## src/core/flsr_pkg.sv

```systemverilog
// constants and carrier types for the fault latch status register bank
package flsr_pkg;

   // register addresses
   localparam logic [7:0] FLSR_ADDR_CH2_FAULT   = 8'h37;
   localparam logic [7:0] FLSR_ADDR_ADC_MASK    = 8'h38;
   localparam logic [7:0] FLSR_ADDR_REG_SHORT   = 8'h39;
   localparam logic [7:0] FLSR_ADDR_EVENT_ONE   = 8'h3A;

   // reset values
   localparam logic [7:0] FLSR_RST_CH2_FAULT    = 8'h00;
   localparam logic [7:0] FLSR_RST_ADC_MASK     = 8'h00;
   localparam logic [7:0] FLSR_RST_REG_SHORT    = 8'h00;
   localparam logic [7:0] FLSR_RST_EVENT_ONE    = 8'h00;

   // field positions, ch2 input fault latch
   localparam int FLSR_CH2_OPEN_BIT      = 7;
   localparam int FLSR_CH2_SHORTED_BIT   = 6;
   localparam int FLSR_CH2_POS_GND_BIT   = 5;
   localparam int FLSR_CH2_NEG_GND_BIT   = 4;
   localparam int FLSR_CH2_POS_BIAS_BIT  = 3;
   localparam int FLSR_CH2_NEG_BIAS_BIT  = 2;
   localparam int FLSR_CH2_POS_BAT_BIT   = 1;
   localparam int FLSR_CH2_NEG_BAT_BIT   = 0;

   // field positions, adc overload mask
   localparam int FLSR_CH1_OVL_MASK_BIT  = 3;
   localparam int FLSR_CH2_OVL_MASK_BIT  = 2;

   // field positions, regulator short latch and mask
   localparam int FLSR_REG_SHORT_MASK_BIT = 1;
   localparam int FLSR_REG_SHORT_LTCH_BIT = 0;

   // field positions, latched event register one
   localparam int FLSR_EV_CH1_POS_OV_BIT = 7;
   localparam int FLSR_EV_CH1_NEG_OV_BIT = 6;
   localparam int FLSR_EV_CH2_POS_OV_BIT = 5;
   localparam int FLSR_EV_CH2_NEG_OV_BIT = 4;
   localparam int FLSR_EV_INSERT_BIT     = 3;
   localparam int FLSR_EV_REMOVE_BIT     = 2;
   localparam int FLSR_EV_HOOK_BIT       = 1;
   localparam int FLSR_EV_LOAD_BIT       = 0;

   // writable bits per register
   localparam logic [7:0] FLSR_WMASK_ADC_MASK  = 8'h0C;
   localparam logic [7:0] FLSR_WMASK_REG_SHORT = 8'h02;

   // control port request from the host interface logic
   typedef struct packed {
      logic       rd;     // one-cycle read strobe
      logic       wr;     // one-cycle write strobe
      logic [7:0] addr;   // register address
      logic [7:0] wdata;  // write data
   } flsr_req_s;

   // fault and event detector pulses or levels
   typedef struct packed {
      logic [7:0] ch2_fault;   // ch2 input fault conditions, bit per field
      logic       reg_short;   // analog regulator short circuit
      logic [7:0] event_one;   // over-voltage, headset and load events
   } flsr_det_s;

   // mask bits steering the fault reporting logic
   typedef struct packed {
      logic ch1_adc_overload_mask;
      logic ch2_adc_overload_mask;
      logic regulator_short_mask;
   } flsr_mask_s;

endpackage : flsr_pkg

```

## src/core/flsr_sync.sv

```systemverilog
// two-flop synchroniser bank for asynchronous detector levels
`timescale 1ns/1ps
`default_nettype none
module flsr_sync #(
   parameter int WIDTH = 1
) (
   input  wire logic             clk_in,    // control clock
   input  wire logic             rst_in,    // async reset, active high
   input  wire logic [WIDTH-1:0] async_in,  // raw levels from analog side
   output logic      [WIDTH-1:0] sync_out   // levels in clock domain
);

   typedef struct packed {
      logic [WIDTH-1:0] meta;
      logic [WIDTH-1:0] stable;
   } flsr_sync_s;

   flsr_sync_s state_reg;
   flsr_sync_s state_next;

   // first stage feeds only the second stage
   always_comb begin
      state_next        = state_reg;
      state_next.meta   = async_in;
      state_next.stable = state_reg.meta;
   end

   always_ff @(posedge clk_in or posedge rst_in) begin
      if (rst_in) begin
         state_reg <= '0;
      end else begin
         state_reg <= state_next;
      end
   end

   assign sync_out = state_reg.stable;

endmodule : flsr_sync
`default_nettype wire

```

## src/core/flsr_regs.sv

```systemverilog
// fault latch status register bank with mask bits
// Functional notes
// - bit 7 of ch2 fault latch records open inputs, cleared by read.
// - bit 6 records the two ch2 inputs shorted together.
// - bits 5 and 4 record ch2 positive and negative shorts to ground.
// - bits 3 and 2 record ch2 input shorts to mic bias supply.
// - bits 1 and 0 record ch2 input shorts to battery sense.
// - ch2 fault latch sits at 0x37, read-only, resets to 0x00.
// - bit 3 of 0x38 masks ch1 adc overload, read-write, reset 0.
// - bit 2 of 0x38 masks ch2 adc overload, read-write, reset 0.
// - 0x39 bit 0 latches regulator short, bit 1 masks it.
// - 0x3A bits 7..4 latch ch1/ch2 input over-voltage events.
// - 0x3A bit 3 latches headset insertion.
// - 0x3A bit 2 latches headset removal.
// - 0x3A bit 1 latches headset hook button.
// - 0x3A bit 0 latches processing overload.
// - channel summary ch2 position is set when any ch2 fault latched.
`timescale 1ns/1ps
`default_nettype none
module flsr_regs (
   input  wire logic                clk_in,        // 200 MHz control clock
   input  wire logic                rst_in,        // async reset, high
   input  wire flsr_pkg::flsr_req_s req_in,        // host register access
   input  wire flsr_pkg::flsr_det_s det_in,        // raw detector levels
   output logic [7:0]               rdata_out,     // read data, registered
   output logic                     rvalid_out,    // read data valid pulse
   output flsr_pkg::flsr_mask_s     mask_out,      // mask bits to fault logic
   output logic                     ch2_summary_out, // ch2 any-fault latched
   output logic                     reg_short_flag_out // unmasked short
);
   import flsr_pkg::*;

   localparam int DET_W = 17;

   typedef struct packed {
      logic [7:0] ch2_fault;
      logic       ch1_ovl_mask;
      logic       ch2_ovl_mask;
      logic       reg_short_mask;
      logic       reg_short_ltch;
      logic [7:0] event_one;
      logic [7:0] rdata;
      logic       rvalid;
   } flsr_state_s;

   flsr_state_s state_reg;
   flsr_state_s state_next;

   logic [DET_W-1:0] det_raw;
   logic [DET_W-1:0] det_sync;
   logic [7:0]       ch2_det;
   logic             short_det;
   logic [7:0]       event_det;

   // detectors live in the analog domain, so bring them in first
   assign det_raw = {det_in.ch2_fault, det_in.reg_short, det_in.event_one};

   flsr_sync #(
      .WIDTH (DET_W)
   ) u_det_sync (
      .clk_in   (clk_in),
      .rst_in   (rst_in),
      .async_in (det_raw),
      .sync_out (det_sync)
   );

   assign ch2_det   = det_sync[16:9];
   assign short_det = det_sync[8];
   assign event_det = det_sync[7:0];

   // register address match, used for reads and writes alike
   function automatic logic hit(input flsr_req_s r, input logic [7:0] a);
      hit = (r.addr == a);
   endfunction : hit

   // assemble the read image; reserved bits stay zero
   function automatic logic [7:0] read_image(input flsr_state_s s,
                                             input logic [7:0] a);
      logic [7:0] v;
      v = 8'h00;
      unique case (a)
         FLSR_ADDR_CH2_FAULT: v = s.ch2_fault;
         FLSR_ADDR_ADC_MASK: begin
            v[FLSR_CH1_OVL_MASK_BIT] = s.ch1_ovl_mask;
            v[FLSR_CH2_OVL_MASK_BIT] = s.ch2_ovl_mask;
         end
         FLSR_ADDR_REG_SHORT: begin
            v[FLSR_REG_SHORT_MASK_BIT] = s.reg_short_mask;
            v[FLSR_REG_SHORT_LTCH_BIT] = s.reg_short_ltch;
         end
         FLSR_ADDR_EVENT_ONE: v = s.event_one;
         default: v = 8'h00;
      endcase
      read_image = v;
   endfunction : read_image

   // latch updates: a read clears, but a fresh detection wins over it
   always_comb begin
      logic rd_ch2;
      logic rd_short;
      logic rd_event;
      rd_ch2   = req_in.rd && hit(req_in, FLSR_ADDR_CH2_FAULT);
      rd_short = req_in.rd && hit(req_in, FLSR_ADDR_REG_SHORT);
      rd_event = req_in.rd && hit(req_in, FLSR_ADDR_EVENT_ONE);
      state_next = state_reg;

      // read data answers one cycle after the strobe
      state_next.rvalid = req_in.rd;
      state_next.rdata  = req_in.rd ? read_image(state_reg, req_in.addr)
                                    : state_reg.rdata;

      // ch2 input faults, bits 7 down to 0
      state_next.ch2_fault = (rd_ch2 ? 8'h00 : state_reg.ch2_fault)
                             | ch2_det;

      // regulator short latch is read-only, only the read clears it
      state_next.reg_short_ltch = (rd_short ? 1'b0
                                            : state_reg.reg_short_ltch)
                                  | short_det;

      // over-voltage, headset and processing load events
      state_next.event_one = (rd_event ? 8'h00 : state_reg.event_one)
                             | event_det;

      // writes reach only the mask bits; reserved and latch bits ignore
      if (req_in.wr && hit(req_in, FLSR_ADDR_ADC_MASK)) begin
         state_next.ch1_ovl_mask = req_in.wdata[FLSR_CH1_OVL_MASK_BIT];
         state_next.ch2_ovl_mask = req_in.wdata[FLSR_CH2_OVL_MASK_BIT];
      end
      if (req_in.wr && hit(req_in, FLSR_ADDR_REG_SHORT)) begin
         state_next.reg_short_mask =
            req_in.wdata[FLSR_REG_SHORT_MASK_BIT];
      end
   end

   // all state resets to the documented register defaults
   always_ff @(posedge clk_in or posedge rst_in) begin
      if (rst_in) begin
         state_reg.ch2_fault      <= FLSR_RST_CH2_FAULT;
         state_reg.ch1_ovl_mask   <= FLSR_RST_ADC_MASK[FLSR_CH1_OVL_MASK_BIT];
         state_reg.ch2_ovl_mask   <= FLSR_RST_ADC_MASK[FLSR_CH2_OVL_MASK_BIT];
         state_reg.reg_short_mask <=
            FLSR_RST_REG_SHORT[FLSR_REG_SHORT_MASK_BIT];
         state_reg.reg_short_ltch <=
            FLSR_RST_REG_SHORT[FLSR_REG_SHORT_LTCH_BIT];
         state_reg.event_one      <= FLSR_RST_EVENT_ONE;
         state_reg.rdata          <= 8'h00;
         state_reg.rvalid         <= 1'b0;
      end else begin
         state_reg <= state_next;
      end
   end

   assign rdata_out  = state_reg.rdata;
   assign rvalid_out = state_reg.rvalid;

   // masks steer the downstream fault reporting
   assign mask_out.ch1_adc_overload_mask = state_reg.ch1_ovl_mask;
   assign mask_out.ch2_adc_overload_mask = state_reg.ch2_ovl_mask;
   assign mask_out.regulator_short_mask  = state_reg.reg_short_mask;

   // summary follows the latched bits so it clears with them
   assign ch2_summary_out = |state_reg.ch2_fault;

   // a masked short is still latched but not flagged onward
   assign reg_short_flag_out = state_reg.reg_short_ltch
                               & ~state_reg.reg_short_mask;

endmodule : flsr_regs
`default_nettype wire

```

## config.mk

```make
export PLATFORM = sky130hd
export DESIGN_NAME = flsr_regs
export DESIGN_NICKNAME = d
export VERILOG_FILES = /design/src/core/flsr_pkg.sv /design/src/core/flsr_sync.sv /design/src/core/flsr_regs.sv
export SDC_FILE = /design/constraint.sdc
export NUM_CORES = 1
export LEC_CHECK = 0
export BUFFER_PORTS_ARGS = -buffer_cell sky130_fd_sc_hd__buf_2
export CAP_MARGIN = 40
export CORE_UTILIZATION = 30
export CTS_CLUSTER_SIZE = 14
export DETAILED_ROUTE_END_ITERATION = 10
export GPL_TIMING_DRIVEN = 1
export RECOVER_POWER = 50
export SETUP_SLACK_MARGIN = 0.3
export SLEW_MARGIN = 20
export SYNTH_ARGS = -nofsm -noshare
export SYNTH_HDL_FRONTEND = slang
export SYNTH_HIERARCHICAL = 1
export SYNTH_SLANG_ARGS = --single-unit
```

## constraint.sdc

```tcl
create_clock -name clk_in -period 1.1 [get_ports clk_in]
set_input_delay 0.11 -clock clk_in [delete_from_list [all_inputs] [get_ports clk_in]]
set_output_delay 0.11 -clock clk_in [all_outputs]
set_load 0.05 [all_outputs]
```

==> flow_metrics.py, run 1 <==
metrics = {
    "detailed_routing": {
        "drt_iter0_drc": 128,
        "drc": 0,
        "vias": 1503,
        "wl_per_cell_um": 12.3,
        "vias_per_cell": 4.28,
        "drtAntennaViolNets": 0,
        "wl_mm": 4.33,
        "first_pass_iters": 4,
    },
    "global_route": {
        "grt_busiest_layer": "met2",
        "met3_usage": 0.0483,
        "grt_max_degree": 35,
        "use_met2": 0.195,
        "groute.usage.overall": 0.125,
        "grt_pass1_wl_mm": 6.85,
        "use_met1": 0.152,
        "grt_pass1_vias": 1499,
        "grt.overflow.total": 0,
        "antenna_found_initial": 0,
    },
    "cts": {
        "cts_buffer_depth": 2,
        "cts_buffers": 9,
        "clkLatencyLatePin_ns": 0.33,
        "cts_tree": "done",
        "h-tree-depth": 3,
        "cts_root_buf": "clkbuf_8",
        "path_clk_slew_ns": 0.07,
        "clock-sinks": 63,
    },
    "run_status": {
        "violations": "setup timing",
        "outcome": "finished with violations",
    },
    "critical_path": {
        "path_class": "register to primary output",
        "timing.rr.end": "rdata_out[1]",
        "startpoint_type": "register",
        "setup.worst_path.start": "state_reg[26]",
        "cp_max_fo": 2,
        "required_ns": 0.99,
        "arrival_ns": 1.29,
        "r2r_slack_ns": 0.02,
        "rr_worst_depth": 3,
        "crit_path_end_kind": "primary output",
        "r2r_start": "state_reg[22]",
    },
    "timing": {
        "worstMarginPinSlew_ns": 0.588,
        "maxSlewHeadroom": 0.608,
        "maxSlewViolCount": 0,
        "rsz0062_at_grt": "true",
        "clock.fmax_ghz": 0.715,
        "fin_tns_setup_ns": -0.733,
        "finalClockSkew_ns": 0.0108,
        "finalHoldViolCount": 0,
        "fin_crit_ns": 1.40,
        "setup_viol": 15,
        "fin_crit_sh": 1.27,
        "fin_ws_ns": -0.298,
    },
    "placed_design": {
        "placedCellCount": 303,
        "dp_hpwl_mm": 2.84,
        "port_buffers": 45,
        "gp_congestion": 0.782,
        "place_ws_ns": -0.398,
    },
    "floorplan": {
        "dieArea_um2": 7600,
        "start_util": 0.315,
        "die_w_um": 87.2,
        "num_rows": 30,
        "ios": 51,
        "dieHeight_um": 87.2,
        "fp.coreArea_um2": 6910,
    },
    "synthesis": {
        "synth_cell_types": 27,
        "syn_inst": 155,
        "syn_area_um2": 2180,
        "syn_nets": 192,
        "synth.avg_cell_area_um2": 14.0,
        "synth_warnings": 6,
        "synth.yosys.seq_area_share": 0.724,
        "ys_ff_latch": 63,
    },
    "finish": {
        "diodes": 0,
        "layout.nets": 288,
        "fillers": 640,
        "final_core_util": 0.488,
        "areaGrowthSynthToFinish_pct": 54.7,
        "instances_no_fill": 351,
        "drive_above_1_share": 0.475,
    },
    "power_and_ir_drop": {
        "p_total_mw": 4.72,
        "p_leak_nw": 1.51,
        "powerDensity_nw_per_um2": 1400,
        "ir_drop_uv": 570,
    },
    "worst_hold_path": {
        "hold_end": "mask_out[0]",
        "min_from": "req_in[16]",
        "holdPathStages": 3,
        "hp-class": "primary input to register",
    },
    "job": {
        "maxCapViolCount": 0,
    },
}
[how the worst max path moves through the flow]
| stage | end | depth (start not counted) |
|---|---|---|
| after floorplan | rdata_out[1] | 5 |
| after global placement | state_reg[16] | 6 |
| after detailed placement | rdata_out[1] | 7 |
| after CTS | ch2_summary_out | 3 |
| after global routing | ch2_summary_out | 3 |
| final | ch2_summary_out | 3 |
[critical path, stage by stage (launching register included)]
cell,delay [ns]
dfrtp_1,0.41
nor4_4,0.30
nand2_2,0.08
buf_6,0.16
[area by class of cell]
cell class,count,area (um2),share of cell area
Clock buffer,12,155,0.0461
Tap cell,96,120,0.0357
Inverter,6,26.3,0.00780
Sequential cell,63,1580,0.469
Timing Repair Buffer,98,785,0.233
Multi-Input combinational cell,73,661,0.196
Clock inverter,3,42.5,0.0126
[Yosys cell counts]
cell type | n | area share
a211oi_1 | 2 | 0.0069
a21o_1 | 17 | 0.059
a221oi_1 | 2 | 0.0080
a222oi_1 | 2 | 0.0092
buf_2 | 1 | 0.0023
buf_4 | 11 | 0.038
clkbuf_1 | 1 | 0.0017
clkinv_1 | 1 | 0.0017
dfrtp_1 | 63 | 0.72
inv_1 | 5 | 0.0086
mux2_2 | 3 | 0.016
nand2_1 | 13 | 0.022
nand2b_1 | 1 | 0.0029
nand3_1 | 12 | 0.028
nand4b_1 | 1 | 0.0040
nand4bb_1 | 1 | 0.0052
nor2_1 | 4 | 0.0069
nor2_2 | 1 | 0.0029
nor2b_1 | 1 | 0.0029
nor3_1 | 4 | 0.0092
nor4_1 | 2 | 0.0057
nor4_4 | 1 | 0.0098
nor4b_2 | 1 | 0.0069
o21ai_0 | 1 | 0.0023
o2bb2ai_1 | 2 | 0.0080
or4b_1 | 1 | 0.0046
xnor2_1 | 1 | 0.0040
[metal layers]
metal / vias to the layer above / routed length (um) / part of all wire
met5: - / 0 / 0
met3: 7 / 224 / 0.052
met4: 0 / 90 / 0.021
met1: 736 / 1870 / 0.43
li1: 717 / - / -
met2: 43 / 2140 / 0.50
[power breakdown]
group / switching (mW) / total, mW / internal (mW)
Clock: 0.821 / 1.97 / 1.15
Sequential: 0.0278 / 2.42 / 2.39
Combinational: 0.166 / 0.330 / 0.164
Total: 1.01 / 4.72 / 3.71
[timing repair]
action	in CTS	in global routing
endpoints found under the setup margin	42	42
hold buffers	21	0
resized for setup	57	6
setup buffers	7	5
pin swaps	18	8
endpoints found under the hold margin	83	0
[per-stage QoR]
step | area, um2 | hold slack, ns
after floorplan | 2220 | 0.0508
after global placement | 2630 | 0.165
after detailed placement | 2630 | 0.165
after CTS | 3310 | 0.0981
after global routing | 3370 | 0.116
final | 3370 | 0.125
[layout by cell type (no fill, tap or decap), types with 2 or more instances in the layout]
cell           synthesis  final
clkbuf_8               0     11
a221oi_2               0      2
inv_1                  5      3
a21o_1                17     17
clkbuf_1               1      3
dlygate4sd3_1          0     21
nand3_1               12      4
mux2_4                 0      2
a222oi_1               2      2
nand2_2                0      4
nand3_4                0      2
buf_6                  0     19
o2bb2ai_1              2      2
nor2_1                 4      3
dfrtp_1               63     62
buf_4                 11     28
clkinvlp_4             0      2
nor4_4                 1      2
nand3_2                0      6
nand2_1               13      8
nor3_4                 0      2
nor2_4                 0      2
buf_2                  1     27
nor3_1                 4      2
[cells by family after synthesis]
family	count (synthesis)	share of synthesized area
XOR/XNOR	1	0.00402
AND/OR/NAND/NOR	43	0.111
flip-flops	63	0.724
AO/OA/AOI/OAI	26	0.0931
multiplexers	3	0.0155
buffers and inverters	19	0.0523
Power figures use the tool's default switching activity.
==> run 2: changes to the inputs <==
--- a/constraint.sdc
+++ b/constraint.sdc
@@ -3,2 +3,2 @@
 set_output_delay 0.11 -clock clk_in [all_outputs]
-set_load 0.05 [all_outputs]
+set_load 0.02 [all_outputs]
==> run 2 against run 1 <==
The flow still finishes with violations (setup timing). Via count increased by 0.33%. Clock skew decreased by 0.0036 ns. Register-to-register slack improved by 0.02 ns. Critical endpoint unchanged. Largest power group unchanged.
==> flow_metrics.py, run 2 (same netlist as run 1, synthesis figures left out) <==
metrics = {
    "cts": {
        "cts_buffers": 9,
        "cts_root_buf": "clkbuf_8",
        "cts_tree": "done",
        "clock-sinks": 63,
        "path_clk_slew_ns": 0.07,
        "cts_buffer_depth": 2,
        "h-tree-depth": 3,
        "clkLatencyLatePin_ns": 0.33,
    },
    "global_route": {
        "grt_max_degree": 30,
        "antenna_found_initial": 0,
        "groute.usage.overall": 0.123,
        "grt_pass1_vias": 1497,
        "grt.overflow.total": 0,
        "grt_pass1_wl_mm": 6.78,
    },
    "critical_path": {
        "cp-endpoint": "ch2_summary_out",
        "required_ns": 0.99,
        "r2r_slack_ns": 0.04,
        "arrival_ns": 1.27,
        "crit_path_end_kind": "primary output",
        "max_stage_delay_ns": 0.40,
        "path_class": "register to primary output",
        "startpoint_type": "register",
        "cp_slowest_cell": "dfrtp_1",
        "timing.rr.end": "rdata_out[0]",
        "rr_worst_depth": 2,
        "crit_chain": "nor4_2, nand2_1, buf_2",
        "r2r_start": "state_reg[21]",
        "setup.worst_path.start": "state_reg[27]",
        "cp_max_fo": 2,
    },
    "run_status": {
        "outcome": "finished with violations",
        "violations": "setup timing",
    },
    "finish": {
        "layout.nets": 290,
        "drive_above_1_share": 0.477,
        "final_common_cell": "dfrtp_1",
        "fillers": 606,
        "final_area_um2": 3420,
        "final_cell_mix": "63 x dfrtp_1, 27 x buf_2, 25 x buf_4, 24 x buf_6, 21 x dlygate4sd3_1",
        "areaGrowthSynthToFinish_pct": 57.0,
        "seq_area_um2": 1580,
        "diodes": 0,
        "multi_input_area_um2": 648,
    },
    "detailed_routing": {
        "vias": 1508,
        "drt_iter0_drc": 62,
        "drc": 0,
        "drtAntennaViolNets": 0,
        "first_pass_iters": 4,
        "wl_per_cell_um": 11.5,
        "wl_mm": 4.08,
        "vias_per_cell": 4.26,
    },
    "placed_design": {
        "gp_congestion": 0.820,
        "dp_hpwl_mm": 2.78,
        "port_buffers": 45,
        "placed_cell_area_um2": 2590,
    },
    "job": {
        "maxCapViolCount": 0,
    },
    "worst_hold_path": {
        "hp-class": "primary input to register",
        "min_from": "req_in[16]",
    },
    "power_and_ir_drop": {
        "p_int_mw": 3.95,
        "powerDensity_nw_per_um2": 1460,
        "p_leak_nw": 1.53,
        "power.switching_mw": 1.03,
        "pwr-share-clk": 0.453,
        "ir_drop_uv": 952,
        "seqPwrFrac": 0.485,
        "switching_share": 0.207,
        "p_comb_frac": 0.062,
    },
    "floorplan": {
        "die_w_um": 87.2,
        "dieHeight_um": 87.2,
        "fp.coreArea_um2": 6910,
        "start_util": 0.315,
        "ios": 51,
        "num_rows": 30,
        "dieArea_um2": 7600,
    },
    "timing": {
        "fin_crit_ns": 1.38,
        "fin_tns_setup_ns": -0.289,
        "fin_ws_ns": -0.280,
        "finalClockSkew_ns": 0.00721,
        "setup_viol": 2,
        "fin_crit_sh": 1.25,
        "maxSlewHeadroom": 0.576,
        "rsz0062_at_grt": "true",
        "maxSlewViolCount": 0,
        "finalHoldViolCount": 0,
        "worstMarginPinSlew_ns": 0.636,
        "clock.fmax_ghz": 0.724,
    },
}
==> run 2: metrics by stage <==
stage                     total power [mW]  setup WS [ns]  instances   util  hold slack (ns)
after detailed placement              2.67         -0.509        301  0.375           0.0942
after floorplan                       2.55         -0.241        155      -           0.0508
after global placement                2.67         -0.397        301  0.375           0.0962
after CTS                             5.05         -0.300        350  0.487            0.125
after global routing                  5.19         -0.372        354  0.495            0.136
final                                 4.98         -0.280        354  0.495            0.146
==> run 2: layout make-up <==
cell class	instances	share of cell area
Sequential cell	63	0.461
Timing Repair Buffer	100	0.239
Multi-Input combinational cell	73	0.190
Clock buffer	11	0.0443
Tap cell	96	0.0351
Clock inverter	5	0.0234
Inverter	6	0.00695
==> run 2: worst min path at each step <==
stage                                to  slack [ns]  cells after the start
3_5_place_dp     u_det_sync/sync_out[8]        0.09                      2
3_3_place_gp     u_det_sync/sync_out[8]         0.1                      2
6_report                    mask_out[0]        0.15                      3
2_1_floorplan  u_det_sync/state_next[0]        0.05                      1
4_1_cts                     mask_out[0]        0.13                      3
5_1_grt                     mask_out[0]        0.14                      3
==> run 2: power by group through the flow <==
stage / registers (mW) / logic, mW / clock network, mW
final: 2.42 / 0.311 / 2.26
after global routing: 2.42 / 0.343 / 2.42
after detailed placement: 2.46 / 0.214 / 0
after CTS: 2.42 / 0.312 / 2.32
after global placement: 2.46 / 0.212 / 0
after floorplan: 2.45 / 0.101 / 0
==> run 2: routing by layer <==
metal | global-route usage | up-vias | wire length, um
met1 | 0.154 | 744 | 1850
met3 | 0.0370 | 7 | 172
li1 | - | 723 | -
met2 | 0.186 | 34 | 2000
met4 | 0.0805 | 0 | 56
met5 | 0 | - | 0
==> run 2: repair_timing <==
| item | CTS | global route |
|---|---|---|
| endpoints found under the hold margin | 83 | 0 |
| setup endpoints to repair | 42 | 42 |
| hold buffers | 21 | 0 |
| buffers inserted | 12 | 4 |
| pin swaps | 13 | 15 |
| gates resized for setup | 58 | 10 |
==> run 2: worst max-delay path: cells and delay by family, from the launching register on <==
family,cells,cell delay [ns]
and+or+nand+nor,2,0.37
buffers and inverters,1,0.17
DFF,1,0.40
==> run 3: changes to the inputs <==
Settings changed: TNS_END_PERCENT set to 20.
==> run 3 against run 2 <==
Hold slack got worse by 0.0030 ns. Largest power group unchanged. The run still ends with setup timing left. Sequential share of layout area rose by 1.3 points. First-iteration DRC count rose by 32%. Cell area fell by 2.8%. Core utilization fell by 1.4 points. Largest cell class unchanged. Combinational power rose by 2%. Clock-buffer cell count fell by 1. Total power fell by 4.7%. Critical path type unchanged. Final cell count fell by 3.1%. Setup slack got worse by 0.033 ns.
==> flow_metrics.py, run 3 (same netlist as run 1, synthesis figures left out) <==
metrics = {
    "finish": {
        "instances_no_fill": 343,
        "diodes": 0,
        "drive_above_1_share": 0.453,
        "final_area_um2": 3320,
        "layout.nets": 279,
        "final_cell_mix": "63 x dfrtp_1, 28 x buf_2, 25 x buf_6, 21 x dlygate4sd3_1, 17 x a21o_1",
        "areaGrowthSynthToFinish_pct": 52.6,
        "final_common_cell": "dfrtp_1",
        "final_core_util": 0.481,
        "fillers": 646,
    },
    "cts": {
        "cts_buffer_depth": 2,
        "h-tree-depth": 3,
        "clock-sinks": 63,
        "cts_buffers": 9,
        "cts_tree": "done",
        "clkLatencyLatePin_ns": 0.34,
        "cts_root_buf": "clkbuf_8",
        "path_clk_slew_ns": 0.07,
    },
    "floorplan": {
        "start_util": 0.315,
        "dieArea_um2": 7600,
        "dieHeight_um": 87.2,
        "ios": 51,
        "fp.coreArea_um2": 6910,
        "die_w_um": 87.2,
        "num_rows": 30,
    },
    "power_and_ir_drop": {
        "seqPwrFrac": 0.509,
        "p_int_mw": 3.68,
        "ir_drop_uv": 956,
        "switching_share": 0.225,
        "p_leak_nw": 1.46,
        "p_total_mw": 4.75,
        "power.switching_mw": 1.07,
        "pwr-share-clk": 0.424,
        "p_comb_frac": 0.067,
        "powerDensity_nw_per_um2": 1430,
    },
    "critical_path": {
        "rr_worst_depth": 3,
        "timing.rr.end": "rdata_out[1]",
        "startpoint_type": "register",
        "arrival_ns": 1.30,
        "max_stage_delay_ns": 0.40,
        "path_class": "register to primary output",
        "cp_max_fo": 2,
        "r2r_start": "state_reg[22]",
        "r2r_slack_ns": 0.03,
        "cp_slowest_cell": "dfrtp_1",
        "required_ns": 0.99,
        "crit_path_end_kind": "primary output",
        "crit_chain": "nor4_2, nand2_1, buf_6",
    },
    "placed_design": {
        "placed_cell_area_um2": 2580,
        "gp_congestion": 0.774,
        "place_ws_ns": -0.387,
        "dp_hpwl_mm": 2.78,
        "port_buffers": 45,
        "placedCellCount": 302,
    },
    "timing": {
        "fin_tns_setup_ns": -0.516,
        "maxSlewViolCount": 0,
        "whs_ns": 0.143,
        "maxSlewHeadroom": 0.432,
        "finalClockSkew_ns": 0.00563,
        "rsz0062_at_grt": "true",
        "clock.fmax_ghz": 0.708,
        "setup_viol": 10,
        "fin_crit_ns": 1.41,
        "finalHoldViolCount": 0,
        "fin_crit_sh": 1.28,
        "worstMarginPinSlew_ns": 0.852,
        "fin_ws_ns": -0.313,
    },
    "detailed_routing": {
        "drtAntennaViolNets": 0,
        "drt_iter0_drc": 82,
        "first_pass_iters": 4,
        "wl_per_cell_um": 12.3,
        "drc": 0,
        "vias_per_cell": 4.27,
        "wl_mm": 4.20,
        "vias": 1465,
    },
    "worst_hold_path": {
        "hold_end": "mask_out[0]",
        "holdPathStages": 3,
        "hp-class": "primary input to register",
        "min_from": "req_in[16]",
    },
    "global_route": {
        "grt_pass1_vias": 1433,
        "grt_max_degree": 35,
        "grt.overflow.total": 0,
        "grt_pass1_wl_mm": 6.98,
        "antenna_found_initial": 0,
        "groute.usage.overall": 0.128,
    },
    "run_status": {
        "outcome": "finished with violations",
        "violations": "setup timing",
    },
    "job": {
        "maxCapViolCount": 0,
    },
}
-- run 3: critical path: cells and delay by family (launching register included) --
kind	cells	cell delay (ns)
buf+inv	1	0.15
flops	1	0.40
simple gates	2	0.42
-- run 3: final cells by class --
cell class,instances,area (um2),area share
flip-flops and latches,63,1580,0.474
repair buffers,89,737,0.222
multi-input cells,73,661,0.199
clock buffers,10,138,0.0414
well taps,96,120,0.0361
clock inverters,6,68.8,0.0207
inverters,6,22.5,0.00678
-- run 3: per-layer routing --
metal  routed length, um  global-route usage
met1                1900               0.159
met2                2050               0.196
met3                 185              0.0569
met4                  65              0.0492
met5                   0                   0
-- run 3: worst max-delay path by stage --
stage,cells past startpoint,slack (ns),startpoint,endpoint
after floorplan,5,-0.25,req_in[14],rdata_out[1]
after global placement,7,-0.33,req_in[14],rdata_out[2]
after detailed placement,6,-0.39,req_in[14],rdata_out[0]
after CTS,3,-0.34,state_reg[26],ch2_summary_out
after global routing,3,-0.39,state_reg[26],ch2_summary_out
final,3,-0.31,state_reg[26],ch2_summary_out
-- run 3: power by group through the flow --
stage	logic, mW	registers, mW	clock network [mW]
floorplan	0.0995	2.45	0
global placement	0.208	2.46	0
detailed placement	0.211	2.46	0
CTS	0.307	2.42	2.08
global route	0.350	2.42	2.20
finish	0.318	2.42	2.01
-- run 3: what timing repair did --
action,4_1_cts,5_1_grt
setup endpoints to repair,42,42
setup buffers,3,1
pin swaps,40,29
hold buffers,21,0
cloned,0,0
resized for setup,58,12
hold endpoints to repair,83,0
